[src/hw/mrf_params.svh]
// constants for the receive filter, management and pause block
`ifndef MRF_PARAMS_SVH
`define MRF_PARAMS_SVH
// register offsets (byte addresses)
`define MRF_OFF_CTRL 12'h000
`define MRF_OFF_RX_STAT 12'h004
`define MRF_OFF_CAM_EN 12'h008
`define MRF_OFF_MD_CMD 12'h00C
`define MRF_OFF_MD_STAT 12'h010
`define MRF_OFF_CTL_TX 12'h014
`define MRF_OFF_CAM_BASE 12'h100
// field positions
`define MRF_CTRL_RX_EN 0
`define MRF_CTRL_SEND_PAUSE 1
`define MRF_RXS_CRC 0
`define MRF_RXS_PAUSE 1
`define MRF_RXS_CNT_LSB 16
`define MRF_MDC_REG_LSB 16
`define MRF_MDC_PHY_LSB 21
`define MRF_MDC_READ 26
`define MRF_MDS_BUSY 16
// reset values
`define MRF_RX_EN_RST 1'b0
`define MRF_CAM_EN_RST 32'h0000_0000
// receive framing
`define MRF_PRE_NIB 4'h5
`define MRF_SFD_NIB 4'hD
`define MRF_PRE_MAX 5'h0F
`define MRF_DA_LAST 11'h005
`define MRF_PAUSE_TYPE 16'h8808
`define MRF_PAUSE_OPCODE 16'h0001
`define MRF_PAUSE_LEN 11'h040
// timing: one pause quantum is 512 bit times at 100 Mb/s
`define MRF_CLK_NS 10
`define MRF_QUANTUM_NS 5120
`define MRF_QUANTUM_CYC ((`MRF_QUANTUM_NS + `MRF_CLK_NS - 1) / `MRF_CLK_NS)
`define MRF_MDC_HALF_NS 200
`define MRF_MDC_HALF_CYC (`MRF_MDC_HALF_NS / `MRF_CLK_NS)
// management frame layout
`define MRF_MD_PRE 32'hFFFF_FFFF
`define MRF_MD_START 2'b01
`define MRF_MD_OP_WR 2'b01
`define MRF_MD_OP_RD 2'b10
`define MRF_MD_TA_WR 2'b10
`define MRF_MD_LAST 6'h3F
`define MRF_MD_DRV_RD 6'h2E
`define MRF_MD_DATA_FIRST 6'h30
// bus answers
`define MRF_RESP_OKAY 2'b00
`define MRF_RESP_SLVERR 2'b10
`endif

[src/hw/mrf_pkg.sv]
// types shared by the receive filter, management and pause block
package mrf_pkg;
   typedef enum logic [1:0] {RX_IDLE, RX_PRE, RX_DATA, RX_DROP} mrf_rx_state_t;
   typedef enum logic {MD_IDLE, MD_SHIFT} mrf_md_state_t;
   typedef logic [47:0] mrf_mac_t;
endpackage : mrf_pkg

[src/hw/mrf_mdio.sv]
// station manager: builds management frames on mdc / mdio
`timescale 1ns/1ps
`include "mrf_params.svh"
module mrf_mdio import mrf_pkg::*; #(
   parameter int MDC_HALF = `MRF_MDC_HALF_CYC
) (
   // clock and reset
   input wire logic mclk,
   input wire logic reset_n,
   // command side
   input wire logic start,
   input wire logic rd_op,
   input wire logic [4:0] phy_addr,
   input wire logic [4:0] reg_addr,
   input wire logic [15:0] wdata,
   output logic busy,
   output logic [15:0] rdata,
   // management pins
   output logic mdc,
   input wire logic mdio_i,
   output logic mdio_o,
   output logic mdio_oe_n
);
   mrf_md_state_t st_ff, nxt_st;
   logic [63:0] sh_ff, nxt_sh;
   logic [5:0] bit_ff, nxt_bit;
   logic [15:0] div_ff, nxt_div;
   logic mdc_ff, nxt_mdc;
   logic rd_ff, nxt_rd;
   logic [15:0] rdata_ff, nxt_rdata;
   logic md_s1_ff, md_s2_ff;
   logic half;

   // mdio input synchroniser, first stage feeds only the second
   always_ff @(posedge mclk or negedge reset_n) begin
      if (!reset_n) begin
         md_s1_ff <= 1'b0;
         md_s2_ff <= 1'b0;
      end else begin
         md_s1_ff <= mdio_i;
         md_s2_ff <= md_s1_ff;
      end
   end

   assign half = (div_ff == 16'(MDC_HALF - 1));

   // frame sequencer: bits change after mdc falls, phy samples on the rise
   always_comb begin
      nxt_st = st_ff;
      nxt_sh = sh_ff;
      nxt_bit = bit_ff;
      nxt_div = div_ff;
      nxt_mdc = mdc_ff;
      nxt_rd = rd_ff;
      nxt_rdata = rdata_ff;
      unique case (st_ff)
         MD_IDLE: begin
            if (start) begin
               nxt_st = MD_SHIFT;
               nxt_rd = rd_op;
               nxt_sh = {`MRF_MD_PRE, `MRF_MD_START,
                  rd_op ? `MRF_MD_OP_RD : `MRF_MD_OP_WR, phy_addr, reg_addr,
                  rd_op ? 2'b00 : `MRF_MD_TA_WR, rd_op ? 16'h0000 : wdata};
               nxt_bit = 6'h00;
               nxt_div = 16'h0000;
               nxt_mdc = 1'b0;
            end
         end
         MD_SHIFT: begin
            nxt_div = half ? 16'h0000 : div_ff + 16'h0001;
            if (half) begin
               nxt_mdc = ~mdc_ff;
               if (!mdc_ff) begin
                  // rising edge: phy data is stable, take it msb first
                  if (rd_ff && bit_ff >= `MRF_MD_DATA_FIRST) begin
                     nxt_rdata = {rdata_ff[14:0], md_s2_ff};
                  end
               end else if (bit_ff == `MRF_MD_LAST) begin
                  nxt_st = MD_IDLE;
               end else begin
                  nxt_bit = bit_ff + 6'h01;
                  nxt_sh = {sh_ff[62:0], 1'b0};
               end
            end
         end
      endcase
   end

   always_ff @(posedge mclk or negedge reset_n) begin
      if (!reset_n) begin
         st_ff <= MD_IDLE;
         sh_ff <= 64'h0;
         bit_ff <= 6'h00;
         div_ff <= 16'h0000;
         mdc_ff <= 1'b0;
         rd_ff <= 1'b0;
         rdata_ff <= 16'h0000;
      end else begin
         st_ff <= nxt_st;
         sh_ff <= nxt_sh;
         bit_ff <= nxt_bit;
         div_ff <= nxt_div;
         mdc_ff <= nxt_mdc;
         rd_ff <= nxt_rd;
         rdata_ff <= nxt_rdata;
      end
   end

   // a read releases the line from the turnaround on; idle is released
   assign mdio_oe_n = !(st_ff == MD_SHIFT && (!rd_ff || bit_ff < `MRF_MD_DRV_RD));
   assign mdio_o = sh_ff[63];
   assign mdc = mdc_ff;
   assign busy = (st_ff != MD_IDLE);
   assign rdata = rdata_ff;
endmodule : mrf_mdio

[src/hw/mrf_top.sv]
// receive filter, station manager and full-duplex pause logic with axi4-lite registers
//
// Implementation choices: the AXI4-Lite slave port and the register offsets.
`timescale 1ns/1ps
`include "mrf_params.svh"
module mrf_top import mrf_pkg::*; #(
   parameter int NCAM = 21,
   parameter int FIFO_DEPTH = 16,
   parameter int QUANTUM = `MRF_QUANTUM_CYC,
   parameter int MDC_HALF = `MRF_MDC_HALF_CYC
) (
   // clock and reset
   input wire logic mclk,
   input wire logic reset_n,
   // axi4-lite slave
   input wire logic [11:0] s_axi_awaddr,
   input wire logic s_axi_awvalid,
   output logic s_axi_awready,
   input wire logic [31:0] s_axi_wdata,
   input wire logic [3:0] s_axi_wstrb,
   input wire logic s_axi_wvalid,
   output logic s_axi_wready,
   output logic [1:0] s_axi_bresp,
   output logic s_axi_bvalid,
   input wire logic s_axi_bready,
   input wire logic [11:0] s_axi_araddr,
   input wire logic s_axi_arvalid,
   output logic s_axi_arready,
   output logic [31:0] s_axi_rdata,
   output logic [1:0] s_axi_rresp,
   output logic s_axi_rvalid,
   input wire logic s_axi_rready,
   // mii receive pins
   input wire logic rx_clk,
   input wire logic rx_dv,
   input wire logic rx_er,
   input wire logic [3:0] rxd,
   // receive fifo toward the dma engine
   input wire logic rx_rd,
   output logic [7:0] rx_db,
   output logic rx_rdy,
   output logic rx_toss,
   // pause toward transmitter and dma engine
   output logic tx_pause_halt,
   output logic pause_start,
   output logic pause_end,
   // remote pause frame
   output logic send_pause_request,
   output mrf_mac_t pause_da,
   output mrf_mac_t pause_sa,
   output mrf_mac_t pause_tlv,
   input wire logic ctl_tx_done,
   input wire logic [15:0] ctl_tx_status,
   // management pins
   output logic mdc,
   input wire logic mdio_i,
   output logic mdio_o,
   output logic mdio_oe_n
);
   localparam int PW = $clog2(FIFO_DEPTH);

   // nibble of an address entry in wire order: low nibble of each byte first
   function automatic logic [3:0] cam_nib(input mrf_mac_t ent, input logic [3:0] idx);
      logic [47:0] sh;
      sh = ent >> (6'd40 - {idx[3:1], 3'b000});
      return idx[0] ? sh[7:4] : sh[3:0];
   endfunction : cam_nib

   function automatic logic is_cam(input logic [11:0] a);
      return a >= `MRF_OFF_CAM_BASE && a < 12'(`MRF_OFF_CAM_BASE + 8 * NCAM);
   endfunction : is_cam

   function automatic logic [31:0] merge(input logic [31:0] o, input logic [31:0] n,
                                         input logic [3:0] s);
      logic [31:0] r;
      r = o;
      for (int b = 0; b < 4; b++) begin
         if (s[b]) r[8*b +: 8] = n[8*b +: 8];
      end
      return r;
   endfunction : merge

   // ---------------- mii input synchronisers ----------------
   logic [6:0] s1_ff, s2_ff;
   logic ck3_ff;
   logic nib_tick, dv_s, er_s;
   logic [3:0] nib_s;

   // two flops per pin and a third on rx_clk; the edge finder reads the second and third stages
   always_ff @(posedge mclk or negedge reset_n) begin
      if (!reset_n) begin
         s1_ff <= 7'h00;
         s2_ff <= 7'h00;
         ck3_ff <= 1'b0;
      end else begin
         s1_ff <= {rx_clk, rx_dv, rx_er, rxd};
         s2_ff <= s1_ff;
         ck3_ff <= s2_ff[6];
      end
   end

   // sample on the falling link clock, half a period away from data changes
   assign nib_tick = ck3_ff & ~s2_ff[6];
   assign dv_s = s2_ff[5];
   assign er_s = s2_ff[4];
   assign nib_s = s2_ff[3:0];

   // ---------------- registers ----------------
   logic rx_en_ff, crc_ff, nxt_crc;
   logic [31:0] cam_en_ff;
   mrf_mac_t cam_ff [NCAM];
   logic [15:0] ctl_stat_ff;
   logic [15:0] pcnt_ff;
   logic md_busy;
   logic [15:0] md_rdata;

   // ---------------- receive parser ----------------
   mrf_rx_state_t st_ff, nxt_st;
   logic [10:0] bcnt_ff, nxt_bcnt;
   logic odd_ff, nxt_odd;
   logic [3:0] lo_ff, nxt_lo;
   logic [4:0] pre_ff, nxt_pre;
   logic [NCAM-1:0] mt_ff, nxt_mt;
   logic [15:0] typ_ff, nxt_typ, op_ff, nxt_op, opd_ff, nxt_opd;
   logic push, toss, pause_hit;
   logic [7:0] byte_in;

   // frames are assembled low nibble first; filter verdict on the 12th nibble
   always_comb begin
      nxt_st = st_ff;
      nxt_bcnt = bcnt_ff;
      nxt_odd = odd_ff;
      nxt_lo = lo_ff;
      nxt_pre = pre_ff;
      nxt_mt = mt_ff;
      nxt_typ = typ_ff;
      nxt_op = op_ff;
      nxt_opd = opd_ff;
      push = 1'b0;
      toss = 1'b0;
      pause_hit = 1'b0;
      byte_in = {nib_s, lo_ff};
      if (nib_tick || !dv_s) begin
         unique case (st_ff)
            RX_IDLE: begin
               if (rx_en_ff && dv_s && nib_s == `MRF_PRE_NIB) begin
                  nxt_st = RX_PRE;
                  nxt_pre = 5'h01;
               end
            end
            RX_PRE: begin
               if (!dv_s) begin
                  nxt_st = RX_IDLE;
               end else if (nib_s == `MRF_SFD_NIB) begin
                  nxt_st = RX_DATA;
                  nxt_bcnt = 11'h000;
                  nxt_odd = 1'b0;
                  nxt_mt = cam_en_ff[NCAM-1:0];
               end else if (nib_s != `MRF_PRE_NIB || pre_ff == `MRF_PRE_MAX) begin
                  nxt_st = RX_DROP; // no delimiter within eight bytes: fragment
               end else begin
                  nxt_pre = pre_ff + 5'h01;
               end
            end
            RX_DATA: begin
               if (!dv_s) begin
                  nxt_st = RX_IDLE;
                  pause_hit = !odd_ff && bcnt_ff == `MRF_PAUSE_LEN
                     && typ_ff == `MRF_PAUSE_TYPE && op_ff == `MRF_PAUSE_OPCODE
                     && mt_ff != '0;
               end else begin
                  if (bcnt_ff <= `MRF_DA_LAST) begin
                     for (int i = 0; i < NCAM; i++) begin
                        if (nib_s != cam_nib(cam_ff[i], {bcnt_ff[2:0], odd_ff})) begin
                           nxt_mt[i] = 1'b0;
                        end
                     end
                  end
                  nxt_odd = ~odd_ff;
                  if (!odd_ff) begin
                     nxt_lo = nib_s;
                  end else begin
                     push = 1'b1;
                     if (bcnt_ff != 11'h7FF) nxt_bcnt = bcnt_ff + 11'h001;
                     if (bcnt_ff == 11'h00C) nxt_typ[15:8] = byte_in;
                     if (bcnt_ff == 11'h00D) nxt_typ[7:0] = byte_in;
                     if (bcnt_ff == 11'h00E) nxt_op[15:8] = byte_in;
                     if (bcnt_ff == 11'h00F) nxt_op[7:0] = byte_in;
                     if (bcnt_ff == 11'h010) nxt_opd[15:8] = byte_in;
                     if (bcnt_ff == 11'h011) nxt_opd[7:0] = byte_in;
                     if (bcnt_ff == `MRF_DA_LAST && nxt_mt == '0) begin
                        push = 1'b0;
                        toss = 1'b1;
                        nxt_st = RX_DROP;
                     end
                  end
               end
            end
            RX_DROP: begin
               if (!dv_s) nxt_st = RX_IDLE;
            end
         endcase
      end
   end

   always_ff @(posedge mclk or negedge reset_n) begin
      if (!reset_n) begin
         st_ff <= RX_IDLE;
         bcnt_ff <= 11'h000;
         odd_ff <= 1'b0;
         lo_ff <= 4'h0;
         pre_ff <= 5'h00;
         mt_ff <= '0;
         typ_ff <= 16'h0000;
         op_ff <= 16'h0000;
         opd_ff <= 16'h0000;
      end else begin
         st_ff <= nxt_st;
         bcnt_ff <= nxt_bcnt;
         odd_ff <= nxt_odd;
         lo_ff <= nxt_lo;
         pre_ff <= nxt_pre;
         mt_ff <= nxt_mt;
         typ_ff <= nxt_typ;
         op_ff <= nxt_op;
         opd_ff <= nxt_opd;
      end
   end

   // ---------------- receive fifo ----------------
   logic [7:0] mem [FIFO_DEPTH];
   logic [PW-1:0] wp_ff, nxt_wp, rp_ff, nxt_rp;
   logic [PW:0] cnt_ff, nxt_cnt, frm_ff, nxt_frm, drop;
   logic [7:0] db_ff, nxt_db;
   logic pop, wr;

   // the newest frm_ff bytes belong to the frame being received
   always_comb begin
      pop = rx_rd && cnt_ff != '0;
      wr = push && cnt_ff != (PW+1)'(FIFO_DEPTH);
      drop = frm_ff - (PW+1)'(pop && cnt_ff == frm_ff);
      nxt_wp = wp_ff + PW'(wr);
      nxt_rp = rp_ff + PW'(pop);
      nxt_db = pop ? mem[rp_ff] : db_ff;
      nxt_cnt = cnt_ff + (PW+1)'(wr) - (PW+1)'(pop);
      nxt_frm = (pop && cnt_ff == frm_ff && frm_ff != '0) ? frm_ff - (PW+1)'(1) : frm_ff;
      nxt_frm = nxt_frm + (PW+1)'(wr);
      if (toss) begin
         nxt_wp = wp_ff - drop[PW-1:0];
         nxt_cnt = cnt_ff - drop - (PW+1)'(pop);
         nxt_frm = '0;
      end else if (nib_tick && st_ff == RX_PRE && nib_s == `MRF_SFD_NIB) begin
         nxt_frm = '0;
      end
   end

   always_ff @(posedge mclk or negedge reset_n) begin
      if (!reset_n) begin
         wp_ff <= '0;
         rp_ff <= '0;
         cnt_ff <= '0;
         frm_ff <= '0;
         db_ff <= 8'h00;
      end else begin
         wp_ff <= nxt_wp;
         rp_ff <= nxt_rp;
         cnt_ff <= nxt_cnt;
         frm_ff <= nxt_frm;
         db_ff <= nxt_db;
      end
   end

   // storage has no reset; contents are only read below the count
   always_ff @(posedge mclk) begin
      if (wr) mem[wp_ff] <= byte_in;
   end

   assign rx_rdy = cnt_ff != '0;
   assign rx_db = db_ff;

   // ---------------- pause counter ----------------
   logic [15:0] nxt_pcnt;
   logic [15:0] qt_ff, nxt_qt;
   logic ps_ff, nxt_ps, pe_ff, nxt_pe;

   // a reload restarts the quantum so every quantum is full length
   always_comb begin
      nxt_pcnt = pcnt_ff;
      nxt_qt = qt_ff;
      nxt_ps = 1'b0;
      nxt_pe = 1'b0;
      if (pause_hit) begin
         nxt_pcnt = opd_ff;
         nxt_qt = 16'h0000;
         nxt_ps = 1'b1;
         nxt_pe = pcnt_ff != 16'h0000 && opd_ff == 16'h0000;
      end else if (pcnt_ff != 16'h0000) begin
         nxt_qt = qt_ff + 16'h0001;
         if (qt_ff == 16'(QUANTUM - 1)) begin
            nxt_qt = 16'h0000;
            nxt_pcnt = pcnt_ff - 16'h0001;
            nxt_pe = pcnt_ff == 16'h0001;
         end
      end
   end

   always_ff @(posedge mclk or negedge reset_n) begin
      if (!reset_n) begin
         pcnt_ff <= 16'h0000;
         qt_ff <= 16'h0000;
         ps_ff <= 1'b0;
         pe_ff <= 1'b0;
      end else begin
         pcnt_ff <= nxt_pcnt;
         qt_ff <= nxt_qt;
         ps_ff <= nxt_ps;
         pe_ff <= nxt_pe;
      end
   end

   assign tx_pause_halt = pcnt_ff != 16'h0000;
   assign pause_start = ps_ff;
   assign pause_end = pe_ff;

   // ---------------- axi4-lite slave ----------------
   logic aw_ff, nxt_aw, w_ff, nxt_w, bv_ff, nxt_bv, rv_ff, nxt_rv;
   logic [11:0] wa_ff, nxt_wa;
   logic [31:0] wd_ff, nxt_wd, rd_ff, nxt_rdv;
   logic [3:0] ws_ff, nxt_ws;
   logic [1:0] br_ff, nxt_br, rr_ff, nxt_rr;
   logic wfire, sp_ff, nxt_sp, md_start;
   logic [4:0] cidx;
   logic [11:0] coff;

   // address and data are taken in either order; the write lands once both are held
   always_comb begin
      wfire = aw_ff && w_ff && !bv_ff;
      nxt_aw = wfire ? 1'b0 : aw_ff | (s_axi_awvalid & s_axi_awready);
      nxt_w = wfire ? 1'b0 : w_ff | (s_axi_wvalid & s_axi_wready);
      nxt_wa = (s_axi_awvalid && s_axi_awready) ? s_axi_awaddr : wa_ff;
      nxt_wd = (s_axi_wvalid && s_axi_wready) ? s_axi_wdata : wd_ff;
      nxt_ws = (s_axi_wvalid && s_axi_wready) ? s_axi_wstrb : ws_ff;
      nxt_bv = wfire | (bv_ff & ~s_axi_bready);
      nxt_br = br_ff;
      if (wfire) begin
         nxt_br = (is_cam(wa_ff) || wa_ff <= `MRF_OFF_CTL_TX) && wa_ff[1:0] == 2'b00 ?
            `MRF_RESP_OKAY : `MRF_RESP_SLVERR;
      end
      nxt_sp = wfire && wa_ff == `MRF_OFF_CTRL && ws_ff[0] && wd_ff[`MRF_CTRL_SEND_PAUSE];
      md_start = wfire && wa_ff == `MRF_OFF_MD_CMD && !md_busy;
      nxt_crc = crc_ff;
      if (wfire && wa_ff == `MRF_OFF_RX_STAT && ws_ff[0] && wd_ff[`MRF_RXS_CRC]) begin
         nxt_crc = 1'b0;
      end
      if (dv_s && er_s) nxt_crc = 1'b1;
      // read side
      nxt_rv = rv_ff & ~s_axi_rready;
      nxt_rdv = rd_ff;
      nxt_rr = rr_ff;
      coff = s_axi_araddr - `MRF_OFF_CAM_BASE;
      if (s_axi_arvalid && s_axi_arready) begin
         nxt_rv = 1'b1;
         nxt_rr = `MRF_RESP_OKAY;
         nxt_rdv = 32'h0000_0000;
         if (is_cam(s_axi_araddr)) begin
            nxt_rdv = coff[2] ? {16'h0000, cam_ff[coff[7:3]][15:0]}
               : cam_ff[coff[7:3]][47:16];
         end else begin
            unique case (s_axi_araddr)
               `MRF_OFF_CTRL: nxt_rdv[`MRF_CTRL_RX_EN] = rx_en_ff;
               `MRF_OFF_RX_STAT: nxt_rdv = {pcnt_ff, 14'h0000, tx_pause_halt, crc_ff};
               `MRF_OFF_CAM_EN: nxt_rdv[NCAM-1:0] = cam_en_ff[NCAM-1:0];
               `MRF_OFF_MD_STAT: nxt_rdv = {15'h0000, md_busy, md_rdata};
               `MRF_OFF_CTL_TX: nxt_rdv = {16'h0000, ctl_stat_ff};
               default: nxt_rr = `MRF_RESP_SLVERR;
            endcase
         end
      end
   end

   always_ff @(posedge mclk or negedge reset_n) begin
      if (!reset_n) begin
         aw_ff <= 1'b0;
         w_ff <= 1'b0;
         bv_ff <= 1'b0;
         rv_ff <= 1'b0;
         wa_ff <= 12'h000;
         wd_ff <= 32'h0000_0000;
         ws_ff <= 4'h0;
         br_ff <= `MRF_RESP_OKAY;
         rr_ff <= `MRF_RESP_OKAY;
         rd_ff <= 32'h0000_0000;
         sp_ff <= 1'b0;
         crc_ff <= 1'b0;
      end else begin
         aw_ff <= nxt_aw;
         w_ff <= nxt_w;
         bv_ff <= nxt_bv;
         rv_ff <= nxt_rv;
         wa_ff <= nxt_wa;
         wd_ff <= nxt_wd;
         ws_ff <= nxt_ws;
         br_ff <= nxt_br;
         rr_ff <= nxt_rr;
         rd_ff <= nxt_rdv;
         sp_ff <= nxt_sp;
         crc_ff <= nxt_crc;
      end
   end

   // software-written state: receive enable, entry enables, entries; control status loads from ctl_tx_status
   function automatic logic [11:0] coff_w(input logic [11:0] a);
      return a - `MRF_OFF_CAM_BASE;
   endfunction : coff_w
   assign cidx = 5'(coff_w(wa_ff) >> 3);

   always_ff @(posedge mclk or negedge reset_n) begin
      if (!reset_n) begin
         rx_en_ff <= `MRF_RX_EN_RST;
         cam_en_ff <= `MRF_CAM_EN_RST;
         ctl_stat_ff <= 16'h0000;
         for (int i = 0; i < NCAM; i++) cam_ff[i] <= 48'h0;
      end else begin
         if (wfire && wa_ff == `MRF_OFF_CTRL && ws_ff[0]) rx_en_ff <= wd_ff[`MRF_CTRL_RX_EN];
         if (wfire && wa_ff == `MRF_OFF_CAM_EN) cam_en_ff <= merge(cam_en_ff, wd_ff, ws_ff);
         if (wfire && is_cam(wa_ff) && !wa_ff[2]) begin
            cam_ff[cidx][47:16] <= merge(cam_ff[cidx][47:16], wd_ff, ws_ff);
         end
         if (wfire && is_cam(wa_ff) && wa_ff[2]) begin
            cam_ff[cidx][15:0] <= 16'(merge({16'h0000, cam_ff[cidx][15:0]}, wd_ff, ws_ff));
         end
         if (ctl_tx_done) ctl_stat_ff <= ctl_tx_status;
      end
   end

   assign s_axi_awready = !aw_ff && !bv_ff;
   assign s_axi_wready = !w_ff && !bv_ff;
   assign s_axi_bvalid = bv_ff;
   assign s_axi_bresp = br_ff;
   assign s_axi_arready = !rv_ff;
   assign s_axi_rvalid = rv_ff;
   assign s_axi_rdata = rd_ff;
   assign s_axi_rresp = rr_ff;
   assign rx_toss = toss;
   assign send_pause_request = sp_ff;
   // entries 0, 1 and 18 hold the prepared pause frame header
   assign pause_da = cam_ff[0];
   assign pause_sa = cam_ff[1];
   assign pause_tlv = cam_ff[18];

   // ---------------- station manager ----------------
   mrf_mdio #(.MDC_HALF(MDC_HALF)) u_mdio (
      .mclk(mclk),
      .reset_n(reset_n),
      .start(md_start),
      .rd_op(wd_ff[`MRF_MDC_READ]),
      .phy_addr(wd_ff[`MRF_MDC_PHY_LSB +: 5]),
      .reg_addr(wd_ff[`MRF_MDC_REG_LSB +: 5]),
      .wdata(wd_ff[15:0]),
      .busy(md_busy),
      .rdata(md_rdata),
      .mdc(mdc),
      .mdio_i(mdio_i),
      .mdio_o(mdio_o),
      .mdio_oe_n(mdio_oe_n)
   );
endmodule : mrf_top

[config.mk]
export PLATFORM = sky130hd
export DESIGN_NAME = mrf_top
export DESIGN_NICKNAME = d
export VERILOG_FILES = /design/src/hw/mrf_pkg.sv /design/src/hw/mrf_mdio.sv /design/src/hw/mrf_top.sv
export VERILOG_INCLUDE_DIRS = /design/src /design/src/hw
export SDC_FILE = /design/constraint.sdc
export NUM_CORES = 2
export LEC_CHECK = 0
export BUFFER_PORTS_ARGS = -buffer_cell sky130_fd_sc_hd__buf_2
export CAP_MARGIN = 15
export CORE_AREA = 4 4 456 345
export CTS_CLUSTER_DIAMETER = 200
export DETAILED_ROUTE_END_ITERATION = 10
export DIE_AREA = 0 0 460 349
export PLACE_DENSITY = 0.79
export SKIP_CTS_REPAIR_TIMING = 1
export SLEW_MARGIN = 20
export SYNTH_ARGS = -nofsm -noshare
export SYNTH_HDL_FRONTEND = slang
export SYNTH_SLANG_ARGS = --single-unit
[constraint.sdc]
create_clock -name mclk -period 5.5 [get_ports mclk]
set_clock_uncertainty 0.15 [all_clocks]
set_input_delay 0.55 -clock mclk [delete_from_list [all_inputs] [get_ports mclk]]
set_output_delay 0.55 -clock mclk [all_outputs]
set_load 0.005 [all_outputs]
# After elaboration in Yosys (flattened, before gate mapping)

Memory sizes are Yosys's and may differ from the RTL's. A register that Yosys moved wholly into a read port is not among the register bits.
Index checks and enable logic that the tools add are counted.
W data, S select, Z words.

Reductions and logical operators: 90
Shift operators: 21
Bitwise operators: 16
$add $sub $neg: 19
Eq/ne operators: 68
Mux-type cells: 167
$lt $le $gt $ge: 11

Operator list:

| cell                    | count |
|---|---|
| $bwmux W1008            | 2 |
| $mux W1008              | 2 |
| $shr A48 B6 Y8          | 21 |
| $bmux W48 S5            | 2 |
| $demux W48 S5           | 2 |
| $mux W64                | 4 |
| $mux W48                | 5 |
| $mux W16                | 10 |
| $mux W21                | 7 |
| $pmux W64 S2            | 1 |
| $mux W8                 | 12 |
| $mux W4                 | 22 |
| $ne A4 B4 Y1            | 21 |
| $pmux W20 S4            | 1 |
| $mux W11                | 6 |
| $mux W32                | 2 |
| $mux W1                 | 54 |
| $eq A11 B4 Y1 const B   | 4 |
| $pmux W21 S2            | 1 |
| $logic_and A1 B1 Y1     | 40 |
| $mux W5                 | 8 |
| $eq A12 B4 Y1 const B   | 3 |
| $reduce_and A5 Y1       | 7 |
| $add A16 B1 Y16 const B | 2 |
| other kinds (69)        | 153 |

Output and inout port bits: 202
Memories kept: 1
Input port bits: 93
Logic and storage cells: 463
Register bits after elaboration: 1402
Memory bits (writable): 128

Memory list:

| name | depth | bits a word | read ports | clocked after memory_dff | wr ports | line           | text |
|---|---|---|---|---|---|---|---|
| mem  | 16    | 8           | 1          | 1                        | 1        | mrf_top.sv:231 | `logic [7:0] mem [FIFO_DEPTH];` |

# Longest topological paths before layout

Depth in word-level cells: 20
Gate-level depth with buffers: 29
Gate-level depth less buffers: 22

# By module

A second synthesis with hierarchy kept.

Cell total of the unflattened synthesis: 6519
Area, all modules: 87273.7 um2

Modules (own cells, without submodules):

| module   | sequential area each (um2) | instances | cells an instance | area an instance (um2) |
|---|---|---|---|---|
| mrf_top  | 36399.9                    | 1         | 6033              | 82080.0 |
| mrf_mdio | 2677.6                     | 1         | 486               | 5193.7 |

# Least setup slack after synthesis

Ideal clock, no wire load.

Path kind: register to register
Start point: reg bcnt_ff[1]
End point: reg wp_ff[3]
Arrival: 5.179 ns
Path slack: 0.085 ns
Path buffers: 7
Setup time: 0.086 ns
Required time: 5.264 ns
Period minus slack after synthesis: 5.415 ns
Stages on the path, launching flop included: 26
Path through: dfrtp_1 buf_2 buf_4 buf_4 clkinv_1 ha_1 clkbuf_1 nor2b_1 buf_2 clkbuf_1 a22oi_1 xnor2_1 o41ai_1 a222oi_1 nand4_1 nor3_2 nand2_2 buf_6 o21a_1 ha_1 a21o_1 a21oi_1 xor2_1 nor3_1 mux2_2 nor3_1

Longest elaborated chain between the ends: 19
Elaborated cells between the ends (all ways): 106
Classes of those cells: add/sub: 2; order compare: 1; eq/ne: 22; shift: 21; mux: 57; reduce/logical: 3

Ends and longest elaborated chain:

| what                   | line           | text |
|---|---|---|
| start, declared        | mrf_top.sv:119 | `logic [10:0] bcnt_ff, nxt_bcnt;` |
| start signal, assigned | mrf_top.sv:219 | `bcnt_ff <= nxt_bcnt;` |
| $sub A6 B6 Y6          | mrf_top.sv:65  | `sh = ent >> (6'd40 - {idx[3:1], 3'b000});` |
| $shr A48 B6 Y8         | mrf_top.sv:65  |  |
| $mux W4                | mrf_top.sv:66  | `return idx[0] ? sh[7:4] : sh[3:0];` |
| $ne A4 B4 Y1           | mrf_top.sv:174 | `if (nib_s != cam_nib(cam_ff[i], {bcnt_ff[2:0], odd_ff})) begin` |
| $mux W1                | mrf_top.sv:174 |  |
| $mux W21               | mrf_top.sv:172 | `` if (bcnt_ff <= `MRF_DA_LAST) begin `` |
| $mux W21               | mrf_top.sv:166 | `if (!dv_s) begin` |
| $mux W21               | mrf_top.sv:144 | `unique case (st_ff)` |
| [4 not listed]         | --             |  |
| $mux W1                | mrf_top.sv:180 | `if (!odd_ff) begin` |
| $mux W1                | mrf_top.sv:166 |  |
| $mux W1                | mrf_top.sv:144 |  |
| $mux W1                | mrf_top.sv:143 | `if (nib_tick \|\| !dv_s) begin` |
| $logic_and A1 B1 Y1    | mrf_top.sv:240 | `wr = push && cnt_ff != (PW+1)'(FIFO_DEPTH);` |
| $add A4 B1 Y4          | mrf_top.sv:242 | `nxt_wp = wp_ff + PW'(wr);` |
| $mux W4 *              | mrf_top.sv:248 | `if (toss) begin` |
| net nxt_wp[3]          | mrf_top.sv:232 | `logic [PW-1:0] wp_ff, nxt_wp, rp_ff, nxt_rp;` |
| end signal, assigned   | mrf_top.sv:265 | `wp_ff <= nxt_wp;` |
| end, declared          | mrf_top.sv:232 |  |

Mark *: on every way through the listed nets, which the timed path passes. The rest lies on a longest branch. The select of a mux whose other input is x is not followed.
A chain may end at the register's enable or synchronous reset.

# Worst setup path after layout

Start point: reg bcnt_ff[0]
End point: out rx_toss

Longest elaborated chain between the ends: 16
Elaborated cells between the ends (all ways): 98
Classes of those cells: add/sub: 1; order compare: 1; eq/ne: 22; shift: 21; mux: 51; reduce/logical: 2

Ends and longest elaborated chain:

| what                  | line           | text |
|---|---|---|
| $sub A6 B6 Y6         | mrf_top.sv:65  |  |
| $shr A48 B6 Y8        | mrf_top.sv:65  |  |
| $mux W4               | mrf_top.sv:66  |  |
| $ne A4 B4 Y1          | mrf_top.sv:174 |  |
| $mux W1               | mrf_top.sv:174 |  |
| $mux W21              | mrf_top.sv:172 |  |
| $mux W21              | mrf_top.sv:166 |  |
| $mux W21              | mrf_top.sv:144 |  |
| $mux W21              | mrf_top.sv:143 |  |
| $logic_not A21 Y1     | mrf_top.sv:191 | `` if (bcnt_ff == `MRF_DA_LAST && nxt_mt == '0) begin `` |
| $logic_and A1 B1 Y1 * | mrf_top.sv:191 |  |
| $mux W1 *             | mrf_top.sv:191 |  |
| $mux W1 *             | mrf_top.sv:180 |  |
| $mux W1 *             | mrf_top.sv:166 |  |
| $mux W1 *             | mrf_top.sv:144 |  |
| $mux W1 *             | mrf_top.sv:143 |  |
| end, declared         | mrf_top.sv:42  | `output logic rx_toss,` |

Mark *: on every way between the ends. The rest lies on a longest branch, timed or not. The select of a mux whose other input is x is not followed.

==> metrics.yaml <==
status:
  status: "complete, no violations"
worst_hold_path:
  hp-class: "primary input to register"
floorplan:
  rows: 124
  die_area_um2: 161000
  core-area_um2: 152000
  start_util_pct: 56.9
  pin_count: 295
  die_w_um: 460
  fp.dieH_um: 349
placement:
  dp_hpwl_um: 242000
  pre_cts_slack_ps: -237
  port_buffers: 292
  place_congestion: 1.06
yosys:
  synthFlopType: "dfrtp_1"
  muxShareOfSynthArea_pct: 36.5
  yosys-top-cells-area: "dfrtp_1 41%, mux2_2 15%, mux4_2 15%"
  synth_top_cell_area_share_pct: 40.6
  synth_top_family_by_area: "multiplexers"
  yosysSeqAreaShare_pct: 45.1
  synth.avg_cell_area_um2: 13.2
  yosys.area_share.simple_pct: 4.16
  synthTopCellsByCount: "1408 x dfrtp_1, 1186 x mux2_2, 587 x mux4_2"
  syn_area_um2: 86700
  synth_compound_area_share_pct: 7.50
  synthArstFlopShare_pct: 91.7
  synth-adder-area-share_pct: 0.568
  ys_ff_latch: 1536
  synth_edf_count: 128
  synthCells: 6547
  synth_cell_types: 77
  yosysWarnings: 0
  yosysMostFrequentCell: "dfrtp_1"
  yosys.area.top_type: "dfrtp_1"
  synth_xor_area_share_pct: 1.51
finish:
  drive_gt1_share_pct: 41.8
  fin_nets: 6854
  syn_to_final_growth_pct: 13.0
route:
  drt-initial-drc-count: 10933
  firstDrtPassIters: 9
  viasPerCell: 7.41
  drc_errors: 0
  wl_per_cell_um: 38.5
  detail-route-antenna-nets: 0
  routed_wl_um: 342000
  vias: 65888
clock_network:
  cts_made_buffers: 155
  root_buffer: "clkbuf_16"
  cts.sinks: 1536
  clkTransAtPathRegs_ps: 70
  h-tree-depth: 4
  clock_latency_ps: 840
  ctsLongestPathBuffers: 3
  cts_tree: "done"
sta:
  fin_hold_ws_ps: 96.4
  fin_crit_ps: 5390
  maxSlewViolCount: 0
  relSlewSlack_pct: 14.0
  setup_violations: 0
  min_period_over_period_pct: 98.0
  fin_ws_ps: 108
  worstMarginPinSlew_ps: 1290
  clock.fmax_mhz: 185
  hold_viol: 0
critical_path:
  max_stage_delay_ps: 540
  crit_path_start_kind: "register"
  crit_top_cell: "buf_4"
  worstPathArrival_ps: 4690
  endpoint_kind: "output port"
  cp.required_ps: 4800
  worstPathCellList: "clkbuf_4 -> and2_2 -> buf_12 -> buf_4 -> a22oi_1 -> buf_4 -> a22oi_2 -> xnor2_1 -> o41ai_2 -> buf_4 -> a22oi_1 -> nand4b_2 -> nor3_4 -> nand2_2 -> buf_4 -> buf_4 -> inv_1 -> buf_2"
  crit_fanout: 31
  worst-setup-path-type: "register to output port"
  slowest_stage: "dfrtp_4"
power:
  powerDensity_nw_per_um2: 346
  power_switching_w: 0.0122
  comb_power_share_pct: 26.4
  switching_share_pct: 36.1
  p_int_w: 0.0217
  power_frac_seq_pct: 38.8
  peakVddDrop_uv: 351
  clkPwrFrac_pct: 34.8
  cellLeakagePower_nw: 42.5
global_routing:
  grt_pass1_wl_um: 483000
  antenna_found_initial: 28
  grt_pass1_vias: 63576
  grt_overflow: 0
  grt_max_degree: 180
  track_usage_pct: 42.1
job:
  maxCapViolCount: 0
state kept, by name (all words and copies together) (netlist names), 32 cells and up:
signal        flops
pause_da         48
cam_ff          864
pause_tlv        48
mem             128
u_mdio.sh_ff     64
wd_ff            32
s_axi_rdata      32
pause_sa         48
power by group through the flow:
| stage | Combinational, W | Sequential [W] | Clock, W |
|---|---|---|---|
| 2_1_floorplan | 0.00512 | 0.0125 | 0 |
| 3_3_place_gp | 0.00821 | 0.0133 | 0 |
| 3_5_place_dp | 0.00837 | 0.0133 | 0 |
| 4_1_cts | 0.00842 | 0.0131 | 0.0118 |
| 5_1_grt | 0.00905 | 0.0132 | 0.0123 |
| 6_report | 0.00893 | 0.0131 | 0.0118 |
area by class of cell:
type | instances | area, um^2
inverter | 76 | 285
clock buffer | 201 | 4350
clock inverter | 89 | 1320
multi-input combinational | 4183 | 44300
timing repair buffer | 772 | 6130
antenna | 14 | 35.0
sequential | 1536 | 39100
tap | 2016 | 2520
fill | 11117 | 54300
through the flow:
step / area [um^2] / TNS, ps / util [%] / power [W] / std cells
after floorplan: 86700 / 0 / - / 0.0176 / 6548
after global placement: 91200 / -293 / 59.9 / 0.0215 / 8499
after detailed placement: 91200 / -577 / 59.9 / 0.0217 / 8499
after CTS: 96900 / -961 / 63.6 / 0.0333 / 8789
after global routing: 98000 / -9.61 / 64.3 / 0.0345 / 8875
final: 98000 / 0 / 64.3 / 0.0339 / 8887
logic make-up (layout without fill, tap and decap cells):
logic type / after synthesis / after routing
mux: 2284 / 2284
flops: 1536 / 1536
compound gates: 973 / 973
buf+inv: 829 / 1138
simple gates: 737 / 737
xor+xnor: 150 / 150
fa+ha+maj: 37 / 37
other cells: 1 / 16
cells in the final DEF (no fill, tap or decap), drive strengths merged, types with 37 or more instances in the layout:
cell type and instances:
nor2 260, inv 83, nor4 37, mux4 587, xor2 39, edfxtp 128, dfrtp 1408, mux2 1188
xnor2 111, clkbuf 205, o21ai 153, buf 692, dlygate4sd3 76, a221oi 113, nand3 73, clkinv 55
nand2 157, a22oi 283, mux2i 509, a21oi 210, nor3 37, o22ai 97, a31oi 48
per-layer routing:
layer / part of all wire (%) / GRT usage (%) / wire length [um]
met1: 37 / 56.0 / 126000
met2: 41 / 57.0 / 139000
met3: 17 / 22.1 / 57600
met4: 5.5 / 18.2 / 18900
met5: 0.32 / 3.99 / 1100
critical path: cells and delay by family (launching register included):
kind                   cells  cell delay [ps]
flip-flops                 1              540
AND/OR/NAND/NOR            4              830
AO/OA/AOI/OAI              4              740
buffers and inverters      9             1570
XOR/XNOR                   1              180
path summary, 6_finish.rpt:
path	cells past startpoint	startpoint	slack, ps	endpoint
worst min register to register	0	s1_ff[1]	200	s2_ff[1]
worst max-delay path	18	bcnt_ff[0]	110	rx_toss
worst max register to register	26	bcnt_ff[0]	110	cnt_ff[4]
worst min-delay path	2	ctl_tx_done	100	ctl_stat_ff[15]
max in group asynchronous	3	reset_n	3330	cam_ff[814]
min in group asynchronous	2	reset_n	220	u_mdio.div_ff[5]
Power figures use the tool's default switching activity.
